File: config.mk
export PLATFORM = sky130hd
export DESIGN_NAME = i2c_ctrl
export DESIGN_NICKNAME = d
export VERILOG_FILES = /design/src/pkg/i2c_cfg_pkg.sv /design/src/logic/sync2.sv /design/src/logic/i2c_master_seq.sv /design/src/logic/i2c_ctrl.sv
export SDC_FILE = /design/constraint.sdc
export NUM_CORES = 1
export LEC_CHECK = 0
export BUFFER_PORTS_ARGS = -buffer_cell sky130_fd_sc_hd__buf_4
export CAP_MARGIN = 25
export CORE_UTILIZATION = 35
export DETAILED_ROUTE_END_ITERATION = 8
export GPL_TIMING_DRIVEN = 0
export SLEW_MARGIN = 20
export SYNTH_ARGS = -nofsm -noshare
export SYNTH_HDL_FRONTEND = slang
export SYNTH_SLANG_ARGS = --single-unit
File: constraint.sdc
create_clock -name core_clk -period 4.39 [get_ports core_clk]
set_input_delay 0.878 -clock core_clk [delete_from_list [all_inputs] [get_ports core_clk]]
set_output_delay 0.878 -clock core_clk [all_outputs]
set_load 0.1 [all_outputs]
File: src/pkg/i2c_cfg_pkg.sv
/*
  i2c_cfg_pkg: register offsets, configuration and status layouts,
  command bytes, timing counts and state encodings of the i2c controller.
  assumes a 250 MHz core clock and an APB host on the register side.
*/
// Notes on behaviour
// - loopback bit 6 routes own transmit lines into the receive path.
// - bit 5 set: master retries at once after lost arbitration.
// - bit 5 clear: master waits a back-off time before retrying.
// - bits 4 and 3 set: byte after call compared with alternate register.
// - bit 3 set: acknowledge write address 0x00 and take next byte.
// - general call byte 0x06 resets the interface; software reconfigures.
// - general call byte 0x04 flags it; software reprograms address.
// - any recognised general call sets the general call status flag.
// - bit 1 set enables the master channel, clear disables it.
// - bit 0 set: match transfers against four slave address registers.
// - a matching address makes the device take part as slave.
// - bit 7 set lets the master generate the serial clock.
`default_nettype none
package i2c_cfg_pkg;
  // register byte offsets
  localparam logic [7:0] CFG_OFF  = 8'h00;
  localparam logic [7:0] ALT_OFF  = 8'h04;
  localparam logic [7:0] ID0_OFF  = 8'h08;
  localparam logic [7:0] STAT_OFF = 8'h18;
  localparam logic [7:0] MASK_OFF = 8'h1c;
  localparam logic [7:0] CMD_OFF  = 8'h20;
  localparam logic [7:0] INFO_OFF = 8'h24;
  localparam int NUM_ID = 4;
  // configuration bits 7 down to 0
  typedef struct packed {
    logic scl_en;
    logic loop_en;
    logic no_backoff;
    logic hwgc_en;
    logic gc_en;
    logic rsvd;
    logic mst_en;
    logic slv_en;
  } cfg_t;
  localparam cfg_t       CFG_RST   = 8'h00;
  localparam logic [7:0] CFG_WMASK = 8'hfb;
  localparam logic [7:0] ALT_RST   = 8'h00;
  localparam logic [7:0] ID_RST    = 8'h00;
  // sticky status bits 6 down to 0
  typedef struct packed {
    logic done;
    logic arb;
    logic addr;
    logic gc_prog;
    logic gc_rst;
    logic hwgc;
    logic gc;
  } stat_t;
  localparam int STAT_W = 7;
  localparam logic [6:0] GC_ADDR      = 7'h00;
  localparam logic [7:0] GC_RESET_CMD = 8'h06;
  localparam logic [7:0] GC_PROG_CMD  = 8'h04;
  localparam logic [3:0] BITS_BYTE    = 4'h8;
  // timing
  localparam int CLK_MHZ      = 250;
  localparam int SCL_HALF_NS  = 1250;
  localparam int SCL_HALF_CYC = (SCL_HALF_NS * CLK_MHZ + 999) / 1000;
  localparam int BACKOFF_NS   = 4000;
  localparam int BACKOFF_CYC  = (BACKOFF_NS * CLK_MHZ + 999) / 1000;
  localparam int TMR_W        = 12;
  typedef enum logic [2:0] {
    S_IDLE = 3'b000, S_ADDR = 3'b001, S_AACK = 3'b011,
    S_DATA = 3'b010, S_DACK = 3'b110
  } slv_state_t;
  typedef enum logic [2:0] {
    M_IDLE  = 3'b000, M_WAIT  = 3'b001, M_START = 3'b011,
    M_LO    = 3'b010, M_HI    = 3'b110, M_STOP1 = 3'b111,
    M_STOP2 = 3'b101, M_BACK  = 3'b100
  } mst_state_t;
endpackage
`default_nettype wire

File: src/logic/sync2.sv
/*
  sync2: two flip-flop synchroniser for pin levels.
  assumes inputs idle high, as an i2c bus does.
*/
`timescale 1ns/1ns
`default_nettype none
module sync2 import i2c_cfg_pkg::*; #(
  parameter int W = 2
) (
  input  wire logic         core_clk,
  input  wire logic         rst_b,
  input  wire logic [W-1:0] d,
  output logic      [W-1:0] q
);
  logic [W-1:0] s1_q;

  // first stage feeds only the second
  always_ff @(posedge core_clk or negedge rst_b) begin
    if (!rst_b) begin
      s1_q <= '1;
      q    <= '1;
    end else begin
      s1_q <= d;
      q    <= s1_q;
    end
  end
endmodule // sync2
`default_nettype wire

File: src/logic/i2c_master_seq.sv
/*
  i2c_master_seq: sends start, one byte, reads the acknowledge, stop.
  assumes synchronised line levels; drives are open-drain pull requests.
*/
`timescale 1ns/1ns
`default_nettype none
module i2c_master_seq import i2c_cfg_pkg::*; #(
  parameter int HALF    = SCL_HALF_CYC,
  parameter int BACKOFF = BACKOFF_CYC
) (
  input  wire logic       core_clk,
  input  wire logic       rst_b,
  input  wire logic       soft_rst,
  input  wire logic       enable,
  input  wire logic       scl_gen,
  input  wire logic       no_backoff,
  input  wire logic       go,
  input  wire logic [7:0] tx_byte,
  input  wire logic       sda_in,
  input  wire logic       scl_in,
  output logic            sda_drv,
  output logic            scl_drv,
  output logic            busy,
  output logic            backing_off,
  output logic            done,
  output logic            nack,
  output logic            arb_lost
);
  mst_state_t       st_q, st_d;
  logic [TMR_W-1:0] tmr_q, tmr_d;
  logic [3:0]       cnt_q, cnt_d;
  logic [7:0]       byte_q, byte_d;
  logic             nack_d, tick, bit_out;

  assign tick    = (tmr_q == '0);
  assign bit_out = cnt_q[3] | byte_q[~cnt_q[2:0]];

  // next state of the byte sequencer
  always_comb begin
    st_d     = st_q;
    tmr_d    = tick ? tmr_q : tmr_q - 1'b1;
    cnt_d    = cnt_q;
    byte_d   = byte_q;
    nack_d   = nack;
    done     = 1'b0;
    arb_lost = 1'b0;
    unique case (st_q)
      M_IDLE: if (go) begin
        byte_d = tx_byte;
        st_d   = M_WAIT;
      end
      M_WAIT: if (sda_in && scl_in) begin
        st_d  = M_START;
        tmr_d = TMR_W'(HALF);
      end
      M_START: if (tick && scl_gen) begin
        st_d  = M_LO;
        cnt_d = '0;
        tmr_d = TMR_W'(HALF);
      end
      M_LO: if (tick && scl_gen) begin
        st_d  = M_HI;
        tmr_d = TMR_W'(HALF);
      end
      M_HI: begin
        if (!scl_in) begin
          tmr_d = TMR_W'(HALF); // stretched by a slave
        end else if (tick) begin
          if (cnt_q == BITS_BYTE) begin
            nack_d = sda_in;
            st_d   = M_STOP1;
            tmr_d  = TMR_W'(HALF);
          end else if (bit_out && !sda_in) begin
            arb_lost = 1'b1;
            if (no_backoff) begin
              st_d = M_WAIT;
            end else begin
              st_d  = M_BACK;
              tmr_d = TMR_W'(BACKOFF);
            end
          end else begin
            cnt_d = cnt_q + 4'h1;
            st_d  = M_LO;
            tmr_d = TMR_W'(HALF);
          end
        end
      end
      M_STOP1: if (tick && scl_gen) begin
        st_d  = M_STOP2;
        tmr_d = TMR_W'(HALF);
      end
      M_STOP2: if (tick) begin
        st_d = M_IDLE;
        done = 1'b1;
      end
      M_BACK: if (tick) begin
        st_d = M_WAIT;
      end
    endcase
    if (!enable || soft_rst) begin
      st_d = M_IDLE;
    end
  end

  // sequencer registers
  always_ff @(posedge core_clk or negedge rst_b) begin
    if (!rst_b) begin
      st_q   <= M_IDLE;
      tmr_q  <= '0;
      cnt_q  <= '0;
      byte_q <= '0;
      nack   <= 1'b0;
    end else begin
      st_q   <= st_d;
      tmr_q  <= tmr_d;
      cnt_q  <= cnt_d;
      byte_q <= byte_d;
      nack   <= nack_d;
    end
  end

  // line drives follow the state
  assign sda_drv = (st_q == M_START) || (st_q == M_STOP1) ||
                   (st_q == M_STOP2) ||
                   (((st_q == M_LO) || (st_q == M_HI)) && !bit_out);
  assign scl_drv = scl_gen && ((st_q == M_LO) || (st_q == M_STOP1));
  assign busy        = (st_q != M_IDLE);
  assign backing_off = (st_q == M_BACK);
endmodule // i2c_master_seq
`default_nettype wire

File: src/logic/i2c_ctrl.sv
/*
  i2c_ctrl: i2c controller with APB registers, slave address matching,
  general call handling, loopback and one-byte master.
  assumes an APB master on core_clk and open-drain pads outside.
*/
`timescale 1ns/1ns
`default_nettype none
module i2c_ctrl import i2c_cfg_pkg::*; #(
  parameter int HALF    = SCL_HALF_CYC,
  parameter int BACKOFF = BACKOFF_CYC
) (
  input  wire logic        core_clk,
  input  wire logic        rst_b,
  input  wire logic        psel,
  input  wire logic        penable,
  input  wire logic        pwrite,
  input  wire logic [7:0]  paddr,
  input  wire logic [31:0] pwdata,
  output logic      [31:0] prdata,
  output logic             pready,
  output logic             pslverr,
  input  wire logic        scl_i,
  output logic             scl_o,
  output logic             scl_oe_b,
  input  wire logic        sda_i,
  output logic             sda_o,
  output logic             sda_oe_b,
  output logic             irq
);
  cfg_t       cfg_q, cfg_d;
  stat_t      stat_q, stat_d, stat_set;
  logic [7:0] alt_q, alt_d;
  logic [7:0] id_q [NUM_ID];
  logic [7:0] id_d [NUM_ID];
  logic [6:0] mask_q, mask_d;
  logic [7:0] rx_q, rx_d;
  logic [31:0] rd_val;
  logic       wr, rd_setup, go;

  slv_state_t s_q, s_d;
  logic [3:0] cnt_q, cnt_d;
  logic [7:0] sh_q, sh_d;
  logic       gc_q, gc_d;
  logic       scl_p_q, sda_p_q;
  logic       ev_addr, ev_gc, ev_hwgc, ev_rst, ev_prog;
  logic       gc_hit, id_hit;

  logic [1:0] pin_s;
  logic       rx_scl, rx_sda, s_sda_drv;
  logic       start_c, stop_c, scl_rise, scl_fall;
  logic       m_sda_drv, m_scl_drv, m_busy, m_backoff;
  logic       m_done, m_nack, m_arb;

  // true when the offset names a register
  function automatic logic mapped(input logic [7:0] a);
    mapped = (a == CFG_OFF) || (a == ALT_OFF) || (a == STAT_OFF) ||
             (a == MASK_OFF) || (a == CMD_OFF) || (a == INFO_OFF) ||
             ((a >= ID0_OFF) && (a < STAT_OFF) && (a[1:0] == 2'b00));
  endfunction

  // true when the 7-bit address equals any slave address register
  function automatic logic id_match(input logic [6:0] a,
                                    input logic [7:0] ids [NUM_ID]);
    id_match = 1'b0;
    for (int i = 0; i < NUM_ID; i++) begin
      if (ids[i][7:1] == a) begin
        id_match = 1'b1;
      end
    end
  endfunction

  // pin synchroniser
  sync2 #(
    .W (2)
  ) u_sync (
    .core_clk (core_clk),
    .rst_b    (rst_b),
    .d        ({scl_i, sda_i}),
    .q        (pin_s)
  );

  // receive path: own drives in loopback, pads otherwise
  assign rx_scl = cfg_q.loop_en ? !m_scl_drv : pin_s[1];
  assign rx_sda = cfg_q.loop_en ? !(m_sda_drv || s_sda_drv)
                                : pin_s[0];

  // pads released while looping back
  assign scl_o    = 1'b0;
  assign sda_o    = 1'b0;
  assign scl_oe_b = !(m_scl_drv && !cfg_q.loop_en);
  assign sda_oe_b = !((m_sda_drv || s_sda_drv) && !cfg_q.loop_en);

  // one-byte master
  i2c_master_seq #(
    .HALF    (HALF),
    .BACKOFF (BACKOFF)
  ) u_mst (
    .core_clk    (core_clk),
    .rst_b       (rst_b),
    .soft_rst    (ev_rst),
    .enable      (cfg_q.mst_en),
    .scl_gen     (cfg_q.scl_en),
    .no_backoff  (cfg_q.no_backoff),
    .go          (go),
    .tx_byte     (pwdata[7:0]),
    .sda_in      (rx_sda),
    .scl_in      (rx_scl),
    .sda_drv     (m_sda_drv),
    .scl_drv     (m_scl_drv),
    .busy        (m_busy),
    .backing_off (m_backoff),
    .done        (m_done),
    .nack        (m_nack),
    .arb_lost    (m_arb)
  );

  // bus conditions seen on the receive path
  assign start_c  = rx_scl && scl_p_q && sda_p_q && !rx_sda;
  assign stop_c   = rx_scl && scl_p_q && !sda_p_q && rx_sda;
  assign scl_rise = rx_scl && !scl_p_q;
  assign scl_fall = !rx_scl && scl_p_q;
  assign gc_hit   = cfg_q.gc_en && (sh_q[7:1] == GC_ADDR) && !sh_q[0];
  assign id_hit   = cfg_q.slv_en && id_match(sh_q[7:1], id_q);
  assign s_sda_drv = (s_q == S_AACK) || (s_q == S_DACK);

  // slave receiver next state
  always_comb begin
    s_d     = s_q;
    cnt_d   = cnt_q;
    sh_d    = sh_q;
    gc_d    = gc_q;
    rx_d    = rx_q;
    ev_addr = 1'b0;
    ev_gc   = 1'b0;
    ev_hwgc = 1'b0;
    ev_rst  = 1'b0;
    ev_prog = 1'b0;
    unique case (s_q)
      S_IDLE: ;
      S_ADDR, S_DATA: begin
        if (scl_rise && (cnt_q != BITS_BYTE)) begin
          sh_d  = {sh_q[6:0], rx_sda};
          cnt_d = cnt_q + 4'h1;
        end else if (scl_fall && (cnt_q == BITS_BYTE)) begin
          if (s_q == S_DATA) begin
            rx_d = sh_q;
            s_d  = S_DACK;
          end else if (gc_hit || id_hit) begin
            s_d     = S_AACK;
            ev_addr = 1'b1;
            ev_gc   = gc_hit;
            gc_d    = gc_hit;
          end else begin
            s_d = S_IDLE;
          end
        end
      end
      S_AACK: if (scl_fall) begin
        cnt_d = '0;
        s_d   = sh_q[0] ? S_IDLE : S_DATA;
      end
      S_DACK: if (scl_fall) begin
        cnt_d = '0;
        s_d   = S_DATA;
        gc_d  = 1'b0;
        if (gc_q) begin
          ev_hwgc = cfg_q.hwgc_en && (sh_q == alt_q);
          ev_rst  = (sh_q == GC_RESET_CMD);
          ev_prog = (sh_q == GC_PROG_CMD);
        end
      end
      default: s_d = S_IDLE;
    endcase
    if (start_c) begin
      s_d   = S_ADDR;
      cnt_d = '0;
      gc_d  = 1'b0;
    end else if (stop_c || (!cfg_q.slv_en && !cfg_q.gc_en)) begin
      s_d = S_IDLE;
    end
  end

  // slave registers
  always_ff @(posedge core_clk or negedge rst_b) begin
    if (!rst_b) begin
      s_q     <= S_IDLE;
      cnt_q   <= '0;
      sh_q    <= '0;
      gc_q    <= 1'b0;
      scl_p_q <= 1'b1;
      sda_p_q <= 1'b1;
    end else begin
      s_q     <= s_d;
      cnt_q   <= cnt_d;
      sh_q    <= sh_d;
      gc_q    <= gc_d;
      scl_p_q <= rx_scl;
      sda_p_q <= rx_sda;
    end
  end

  // APB strobes; zero wait states
  assign wr       = psel && penable && pwrite;
  assign rd_setup = psel && !penable && !pwrite;
  assign go       = wr && (paddr == CMD_OFF);
  assign pready   = 1'b1;
  assign pslverr  = psel && penable && !mapped(paddr);

  // read multiplexer, sampled in the setup cycle
  always_comb begin
    rd_val = '0;
    if (mapped(paddr)) begin
      unique case (paddr)
        CFG_OFF:  rd_val[7:0] = cfg_q & CFG_WMASK;
        ALT_OFF:  rd_val[7:0] = alt_q;
        STAT_OFF: rd_val[6:0] = stat_q;
        MASK_OFF: rd_val[6:0] = mask_q;
        INFO_OFF: rd_val[10:0] = {(s_q != S_IDLE), m_nack, m_busy, rx_q};
        CMD_OFF:  rd_val = '0;
        default:  rd_val[7:0] = id_q[paddr[3:2] - 2'b10];
      endcase
    end
  end

  // sticky events, set wins over a write-one clear
  assign stat_set = {m_done, m_arb, ev_addr, ev_prog, ev_rst,
                     ev_hwgc, ev_gc};

  // register file next values
  always_comb begin
    cfg_d  = cfg_q;
    alt_d  = alt_q;
    id_d   = id_q;
    mask_d = mask_q;
    stat_d = stat_q;
    if (wr && (paddr == STAT_OFF)) begin
      stat_d = stat_q & ~pwdata[6:0];
    end
    stat_d = stat_d | stat_set;
    if (wr) begin
      unique case (paddr)
        CFG_OFF:  cfg_d = pwdata[7:0] & CFG_WMASK;
        ALT_OFF:  alt_d = pwdata[7:0];
        MASK_OFF: mask_d = pwdata[6:0];
        default: begin
          for (int i = 0; i < NUM_ID; i++) begin
            if (paddr == ID0_OFF + 8'(4 * i)) begin
              id_d[i] = pwdata[7:0];
            end
          end
        end
      endcase
    end
    if (ev_rst) begin
      cfg_d = CFG_RST;
      alt_d = ALT_RST;
      for (int i = 0; i < NUM_ID; i++) begin
        id_d[i] = ID_RST;
      end
    end
  end

  // register file
  always_ff @(posedge core_clk or negedge rst_b) begin
    if (!rst_b) begin
      cfg_q  <= CFG_RST;
      alt_q  <= ALT_RST;
      mask_q <= '0;
      stat_q <= '0;
      rx_q   <= '0;
      prdata <= '0;
      irq    <= 1'b0;
      for (int i = 0; i < NUM_ID; i++) begin
        id_q[i] <= ID_RST;
      end
    end else begin
      cfg_q  <= cfg_d;
      alt_q  <= alt_d;
      mask_q <= mask_d;
      stat_q <= stat_d;
      rx_q   <= rx_d;
      prdata <= rd_setup ? rd_val : prdata;
      irq    <= |(stat_d & mask_d);
      id_q   <= id_d;
    end
  end
endmodule // i2c_ctrl
`default_nettype wire

==> results of run 1 <==
-- path summary, 6_finish.rpt --
check                                           from                     to  slack, ps
max                                         paddr[1]                pslverr        750
min                                            rst_b   cnt_q[1]$_DFFE_PN0P_        340
max reg2reg                u_mst.st_q[2]$_DFFE_PN0P_   cfg_q[0]$_DFFE_PN0P_        950
min reg2reg                 u_sync.s1_q[0]$_DFF_PN1_  u_sync.q[0]$_DFF_PN1_        360
max in group asynchronous                      rst_b   id_q[21]$_DFFE_PN0P_       3280
min in group core_clk       u_sync.s1_q[0]$_DFF_PN1_  u_sync.q[0]$_DFF_PN1_        360
-- Yosys cell counts (all sizes together), types with 11 or more instances --
master,instances,area share
dfrtp,125,0.42
mux2,36,0.055
a21oi,28,0.019
nor3,19,0.017
mux2i,54,0.073
inv,18,0.0091
nor2,83,0.042
o21ai,28,0.019
nand2,55,0.028
buf,35,0.031
nand3,18,0.012
nor4,11,0.011
clkbuf,32,0.016
xnor2,34,0.040
nand4,13,0.011
-- critical path, stage by stage --
cell	delay [ps]
buf_4	110
or4_1	520
clkbuf_1	220
a21oi_1	690
nor2_1	80
buf_4	260
-- power breakdown --
part           leakage (nW)  internal (mW)  switching [mW]  total, mW
Combinational          1.89          0.134           0.263      0.397
Sequential             1.75           1.28          0.0700       1.35
Clock                 0.294          0.950           0.545       1.50
-- cells by family after synthesis --
family	count (synthesis)
AOI/OAI and AO/OA	120
xor gates and xnor gates	44
adders and majority gates	6
buffers and inverters	85
DFF	131
muxes	100
other	2
and+or+nand+nor	244
-- per-layer routing --
metal,vias up,track usage,share of wire
met2,206,0.2969,0.45
met1,2858,0.2623,0.46
met4,0,0.06598,0.025
li1,2711,-,-
met3,31,0.04596,0.058
met5,-,0,0
-- stage by stage --
step	util	power, mW
2_1_floorplan	-	1.656
3_5_place_dp	0.3936	1.761
6_report	0.4235	3.238
3_3_place_gp	0.3916	1.753
5_1_grt	0.4235	3.368
4_1_cts	0.4235	3.261
-- sequential cells by signal (all words and copies together), names as in the netlist, 4 cells and up --
signal,flops
sh_q,8
mask_q,7
id_q,32
cfg_q,7
prdata,11
u_mst.byte_q,8
rx_q,8
cnt_q,4
stat_q,7
alt_q,8
u_mst.cnt_q,4
u_mst.tmr_q,12
-- cell type report --
cell class                 count  area, um2
clock inverter                12      180.2
sequential                   131       3286
inverter                      18      67.56
clock buffer                  19      432.9
fill                        2005      11820
timing repair buffer          31      257.7
multi-input combinational    538       3771
tap                          270      337.8
buffer                        67      346.6
==> flow_summary.json, run 1 <==
{
  "ys_seq_area_frac": 0.4447,
  "first_pass_iters": 5,
  "critPathArrivalTime_ps": 2770,
  "crit_type": "in -> out",
  "dpl.hpwl_mm": 14.39,
  "clock-root-buffer": "clkbuf_16",
  "critPathCaptureType": "output port",
  "synth_top_family_by_area": "simple AND/OR/NAND/NOR gates",
  "critPathLaunchType": "input port",
  "synth_compound_area_frac": 0.1109,
  "core-area_um2": 20490,
  "dpl-instance-area_um2": 8066,
  "synth_xor_area_frac": 0.05216,
  "rsz0062_at_grt": "no",
  "yosys.area_share.adder": 0.009822,
  "place_congestion": 0.9762,
  "cts_max_path_buffers": 2,
  "htreeDepth": 4,
  "slew_violations": 0,
  "fin_hold_ws_ps": 343.1,
  "setup_ws_ps": 746.4,
  "die_x_um": 147.3,
  "min_period_ps": 3644,
  "clk_latency_ps": 420,
  "dp_slack_ps": 657.4,
  "grt_first_pass_wirelength_mm": 31.72,
  "synth.cell_area_um2": 7388,
  "vias_per_cell": 5.346,
  "ir_worst_vdd_mv": 0.2031,
  "initial_core_util": 0.3605,
  "final_cell_mix": "125 x dfrtp_1, 83 x nor2_1, 55 x nand2_1",
  "rr_worst_depth": 8,
  "setup_viol": 0,
  "grt_max_degree": 94,
  "yosysWarnings": 0,
  "synthSimpleGateAreaFrac": 0.1653,
  "synthFlopType": "dfrtp_1",
  "crit_fanout": 9,
  "max-slew-margin-rel": 0.3523,
  "rows": 52,
  "finalInstanceArea_um2": 8680,
  "layout-drive-gt1-share": 0.1936,
  "crit_required_ps": 3510,
  "cts_buffers": 17,
  "power_density_nw_per_um2": 373.0,
  "diodes": 0,
  "die_y_um": 147.3,
  "grtUsageTotal": 0.1920,
  "fmax_ghz": 0.2745,
  "synth-edff-count": 0,
  "vias": 5806,
  "nNetsFinal": 856,
  "synth.avg_cell_area_um2": 10.09,
  "synth_seq_cells": 131,
  "syn_to_final_growth_pct": 17.48,
  "fin_skew_ps": 10.61,
  "finalSetupTns_ps": 0,
  "worstMarginPinSlew_ps": 966.3,
  "overflow": 0,
  "drt-initial-drc-count": 374,
  "post-route-period-util": 0.8300,
  "drv_cap": 0,
  "route.detailed.drc": 0,
  "ys_types": 69,
  "ant_nets": 0,
  "cts_tree": "yes",
  "fin_cells": 1086,
  "syn-instance-count": 732,
  "ios": 86,
  "hold_viol": 0,
  "wl_mm": 19.92,
  "clk_pin_slew_ps": 60,
  "cts_hold_buf": 0,
  "yosys-mux-area-fraction": 0.1600,
  "outcome": "completed",
  "antenna_found_initial": 0,
  "numPortBuffers": 29,
  "hold_class": "in -> async",
  "final_common_cell": "dfrtp_1",
  "async_flop_share": 1.000,
  "post_cts_resize_count": 0,
  "die_area_um2": 21690,
  "p_leak_nw": 3.935,
  "placedCellCount": 1055,
  "cts.sinks": 131,
  "grt_pass1_vias": 5622,
  "postCtsSetupBuffers": 0,
  "wl_per_cell_um": 18.34
}
Power figures use the tool's default switching activity.
==> run 2, diff against run 1 <==
clock period = 3.2 ns   (was 4.39 ns; I/O delays follow)
==> flow_summary.json, run 2 (synthesized netlist as in run 1, its figures left out) <==
{
  "outcome": "completed",
  "die_x_um": 147.3,
  "cpMostUsedCell": "buf_4",
  "slowest_delay_ps": 710,
  "grt_first_pass_wirelength_mm": 32.02,
  "cts_hold_buf": 0,
  "fin_cells": 1085,
  "crit_required_ps": 2560,
  "layout-drive-gt1-share": 0.1988,
  "cts_max_path_buffers": 2,
  "critPathCaptureType": "output port",
  "diodes": 0,
  "cp_cell_sequence": "buf_4, or4_1, clkbuf_1, a21oi_1, nor2_2, buf_4",
  "dpl.hpwl_mm": 14.51,
  "reg_top3": "id_q: 32 flops, u_mst.tmr_q: 12 flops, prdata: 11 flops",
  "rows": 52,
  "numPortBuffers": 29,
  "wl_mm": 19.99,
  "place_congestion": 0.9588,
  "worst_path_dominant_cell_family": "compound AO/OA/AOI/OAI gates",
  "regMostFlops": "id_q",
  "grtUsageTotal": 0.1932,
  "htreeDepth": 4,
  "fin_util": 0.4226,
  "placedCellCount": 1055,
  "nNetsFinal": 855,
  "setup_viol": 0,
  "fin_skew_ps": 7.994,
  "grt_max_degree": 80,
  "final_cell_mix": "124 x dfrtp_1, 82 x nor2_1, 55 x nand2_1",
  "antenna_found_initial": 0,
  "wl_met3_mm": 1.249,
  "route.detailed.drc": 0,
  "core-area_um2": 20490,
  "clock-root-buffer": "clkbuf_16",
  "slew_violations": 0,
  "grt_pass1_vias": 5642,
  "crit_fanout": 9,
  "min_period_ps": 3135,
  "first_pass_iters": 5,
  "vias_per_cell": 5.395,
  "post-route-period-util": 0.9797,
  "hold_class": "in -> async",
  "initial_core_util": 0.3605,
  "clk_pin_slew_ps": 60,
  "syn_to_final_growth_pct": 17.22,
  "overflow": 0,
  "wl_met1_mm": 9.081,
  "clk_latency_ps": 420,
  "ir_worst_vdd_mv": 0.3289,
  "largest_register_ff_count": 32,
  "vias": 5854,
  "drt-initial-drc-count": 410,
  "worstMarginPinSlew_ps": 954.7,
  "power_density_nw_per_um2": 500.1,
  "finalInstanceArea_um2": 8661,
  "die_area_um2": 21690,
  "hold_viol": 0,
  "rsz0062_at_grt": "yes",
  "cp_slowest_cell": "a21oi_1",
  "die_y_um": 147.3,
  "final_common_cell": "dfrtp_1",
  "dpl-instance-area_um2": 8069,
  "critPathArrivalTime_ps": 2490,
  "cts.sinks": 131,
  "postCtsSetupBuffers": 0,
  "ios": 86,
  "ant_nets": 0,
  "drv_cap": 0,
  "crit_type": "in -> out",
  "max-slew-margin-rel": 0.3601,
  "top_layer_used": "met4",
  "met2_length_mm": 9.194,
  "wl_per_cell_um": 18.43,
  "cts_buffers": 17,
  "path_buf_inv": 3,
  "critPathLaunchType": "input port",
  "p_leak_nw": 3.926,
  "fmax_ghz": 0.3190,
  "cts_tree": "yes"
}
-- run 2: worst paths after layout --
kind                                       endpoint                 startpoint  slack [ps]  depth (start not counted)
max                                         pslverr                   paddr[1]          70                          6
min                            cnt_q[0]$_DFFE_PN0P_                      rst_b         130                          1
max reg2reg                    id_q[24]$_DFFE_PN0P_  u_mst.st_q[2]$_DFFE_PN0P_         270                          7
min reg2reg                   u_sync.q[0]$_DFF_PN1_   u_sync.s1_q[0]$_DFF_PN1_         360                          0
max in group asynchronous     u_sync.q[0]$_DFF_PN1_                      rst_b        2300                          2
min in group core_clk      u_sync.s1_q[0]$_DFF_PN1_                      sda_i         330                          1
-- run 2: what timing repair did --
item | CTS | global route
setup endpoints to repair | 15 | 18
cloned | 0 | 0
gates resized for setup | 1 | 1
-- run 2: stage by stage --
stage | hold slack [ps] | worst slack, ps | setup TNS, ps | power (mW)
final | 129.5 | 65.07 | 0 | 4.331
after global routing | 150.1 | -47.72 | -85.71 | 4.503
after CTS | 145.0 | 90.61 | 0 | 4.372
after detailed placement | 347.5 | -285.8 | -1002 | 2.423
after global placement | 346.5 | -352.1 | -6449 | 2.407
after floorplan | 344.4 | 172.2 | 0 | 2.273
-- run 2: layer usage --
metal | up-vias | global-route usage
met5 | - | 0
met4 | 0 | 0.06237
met3 | 37 | 0.04286
met2 | 235 | 0.3047
met1 | 2869 | 0.2626
li1 | 2713 | -
-- run 2: final cells by class --
class / instances / area [um2]
Clock inverter: 9 / 103.9
Timing Repair Buffer: 31 / 257.7
Clock buffer: 22 / 484.2
Buffer: 66 / 342.8
Fill cell: 2036 / 11830
Sequential cell: 131 / 3287
Tap cell: 270 / 337.8
Inverter: 18 / 67.56
Multi-Input combinational cell: 538 / 3780
-- run 2: report_power, final --
| group | total (mW) | switching [mW] | internal (mW) |
|---|---|---|---|
| sequential | 1.85 | 0.0950 | 1.75 |
| clock | 1.93 | 0.715 | 1.22 |
| combinational | 0.552 | 0.366 | 0.186 |
| total | 4.33 | 1.18 | 3.15 |
==> run 3, diff against run 2 <==
BUFFER_PORTS_ARGS = -buffer_cell sky130_fd_sc_hd__buf_2   (was -buffer_cell sky130_fd_sc_hd__buf_4)
==> flow_summary.json, run 3 (synthesized netlist as in run 1, its figures left out) <==
{
  "worst_path_dominant_cell_family": "buffers and inverters",
  "crit_fanout": 9,
  "ant_nets": 0,
  "cts_tree": "yes",
  "fmax_ghz": 0.3339,
  "grt_first_pass_wirelength_mm": 31.97,
  "drv_cap": 0,
  "cp_cell_sequence": "buf_2, or4_1, clkbuf_1, a21oi_2, nor2_2, buf_2",
  "route.detailed.drc": 0,
  "ir_worst_vdd_mv": 0.3423,
  "core-area_um2": 20490,
  "largest_register_ff_count": 32,
  "regMostFlops": "id_q",
  "cts_hold_buf": 0,
  "cp_slowest_cell": "or4_1",
  "fin_cells": 1086,
  "finalInstanceArea_um2": 8731,
  "fin_util": 0.4260,
  "clock-root-buffer": "clkbuf_16",
  "final_cell_mix": "124 x dfrtp_1, 82 x nor2_1, 55 x nand2_1",
  "vias_per_cell": 5.306,
  "nNetsFinal": 855,
  "r2r_end": "id_q[22]$_DFFE_PN0P_",
  "rows": 52,
  "htreeDepth": 4,
  "diodes": 0,
  "setup_viol": 0,
  "hold_viol": 0,
  "cts_buffers": 17,
  "critPathArrivalTime_ps": 2360,
  "crit_path_start": "paddr[1]",
  "overflow": 0,
  "r2r_setup_slack_ps": 320,
  "wl_mm": 19.98,
  "critPathCaptureType": "output port",
  "placedCellCount": 1055,
  "die_y_um": 147.3,
  "worstMarginPinSlew_ps": 976.9,
  "vias": 5762,
  "layout-drive-gt1-share": 0.2034,
  "path_buf_inv": 3,
  "dpl-instance-area_um2": 8004,
  "grt_pass1_vias": 5703,
  "ios": 86,
  "final_common_cell": "dfrtp_1",
  "first_pass_iters": 5,
  "slowest_delay_ps": 510,
  "clk_pin_slew_ps": 60,
  "numPortBuffers": 29,
  "rsz0062_at_grt": "no",
  "power_density_nw_per_um2": 542.2,
  "drt-initial-drc-count": 340,
  "crit_required_ps": 2560,
  "wl_per_cell_um": 18.40,
  "syn_to_final_growth_pct": 18.17,
  "crit_end": "pslverr",
  "grt_max_degree": 85,
  "antenna_found_initial": 0,
  "min_period_ps": 2995,
  "slew_violations": 0,
  "place_congestion": 0.9306,
  "cts.sinks": 131,
  "outcome": "completed",
  "dpl.hpwl_mm": 14.45,
  "crit_type": "in -> out",
  "finalSetupTns_ps": 0,
  "grtUsageTotal": 0.1945,
  "die_x_um": 147.3,
  "clk_latency_ps": 430,
  "initial_core_util": 0.3605,
  "p_leak_nw": 3.979,
  "rr_startpoint": "u_mst.st_q[2]$_DFFE_PN0P_",
  "cp.depth": 6,
  "reg_top3": "id_q: 32 flops, u_mst.tmr_q: 12 flops, prdata: 11 flops",
  "post-route-period-util": 0.9359,
  "max-slew-margin-rel": 0.3433,
  "hold_class": "in -> async",
  "fin_skew_ps": 7.385,
  "die_area_um2": 21690,
  "cts_max_path_buffers": 2,
  "cpMostUsedCell": "buf_2",
  "critPathLaunchType": "input port",
  "rr_worst_depth": 7
}
==> run 3: changes by cell type in the layout (fill, tap and decap cells not counted), moves of 2 or more <==
| cell | before | now |
|---|---|---|
| buf_2 | 5 | 31 |
| buf_4 | 52 | 25 |
| bufinv_16 | 2 | 7 |
| clkbuf_8 | 4 | 2 |
| clkinv_2 | 4 | 1 |
| clkinv_4 | 1 | 3 |
| clkinvlp_4 | 2 | 0 |
==> run 3: cell type report <==
class,instances,area [um2]
buffer,66,344.1
clock buffer,20,456.7
clock inverter,12,250.2
fill,2007,11760
inverter,18,67.56
multi-input combinational,538,3792
sequential,131,3287
tap,270,337.8
timing repair buffer,31,195.2
==> run 3: report_power, final <==
group          leakage, nW  internal (mW)  switching, mW
sequential            1.75           1.75         0.0974
clock                0.345           1.59          0.754
combinational         1.89          0.180          0.367
==> run 3: through the flow <==
step / setup slack, ps / total power, mW / hold slack (ps)
6_report: 205.0 / 4.734 / 114.5
3_5_place_dp: -303.7 / 2.418 / 348.1
5_1_grt: 38.30 / 4.912 / 127.6
2_1_floorplan: 172.2 / 2.273 / 344.4
4_1_cts: 2.209 / 4.766 / 116.1
3_3_place_gp: -444.7 / 2.403 / 347.2
==> run 3: routing by layer <==
layer / vias to the layer above / global-route usage / share of wire
met4: 0 / 0.06907 / 0.027
met1: 2809 / 0.2663 / 0.46
li1: 2719 / - / -
met5: - / 0 / 0
met2: 187 / 0.2976 / 0.46
met3: 47 / 0.04814 / 0.056
==> run 3: repair_timing <==
item	in CTS	in global routing
gates resized for setup	1	7
pin swaps	0	0
buffers inserted	0	0
endpoints found under the setup margin	1	32
==> run 3: worst min-delay path by stage <==
stage | from | endpoint | slack [ps] | depth (start not counted)
after floorplan | rst_b | alt_q[0]$_DFFE_PN0P_ | 340 | 0
after global placement | u_sync.s1_q[0]$_DFF_PN1_ | u_sync.q[0]$_DFF_PN1_ | 350 | 0
after detailed placement | u_sync.s1_q[0]$_DFF_PN1_ | u_sync.q[0]$_DFF_PN1_ | 350 | 0
after CTS | rst_b | cnt_q[1]$_DFFE_PN0P_ | 120 | 1
after global routing | rst_b | sh_q[0]$_DFFE_PN0P_ | 130 | 1
final | rst_b | cnt_q[1]$_DFFE_PN0P_ | 110 | 1
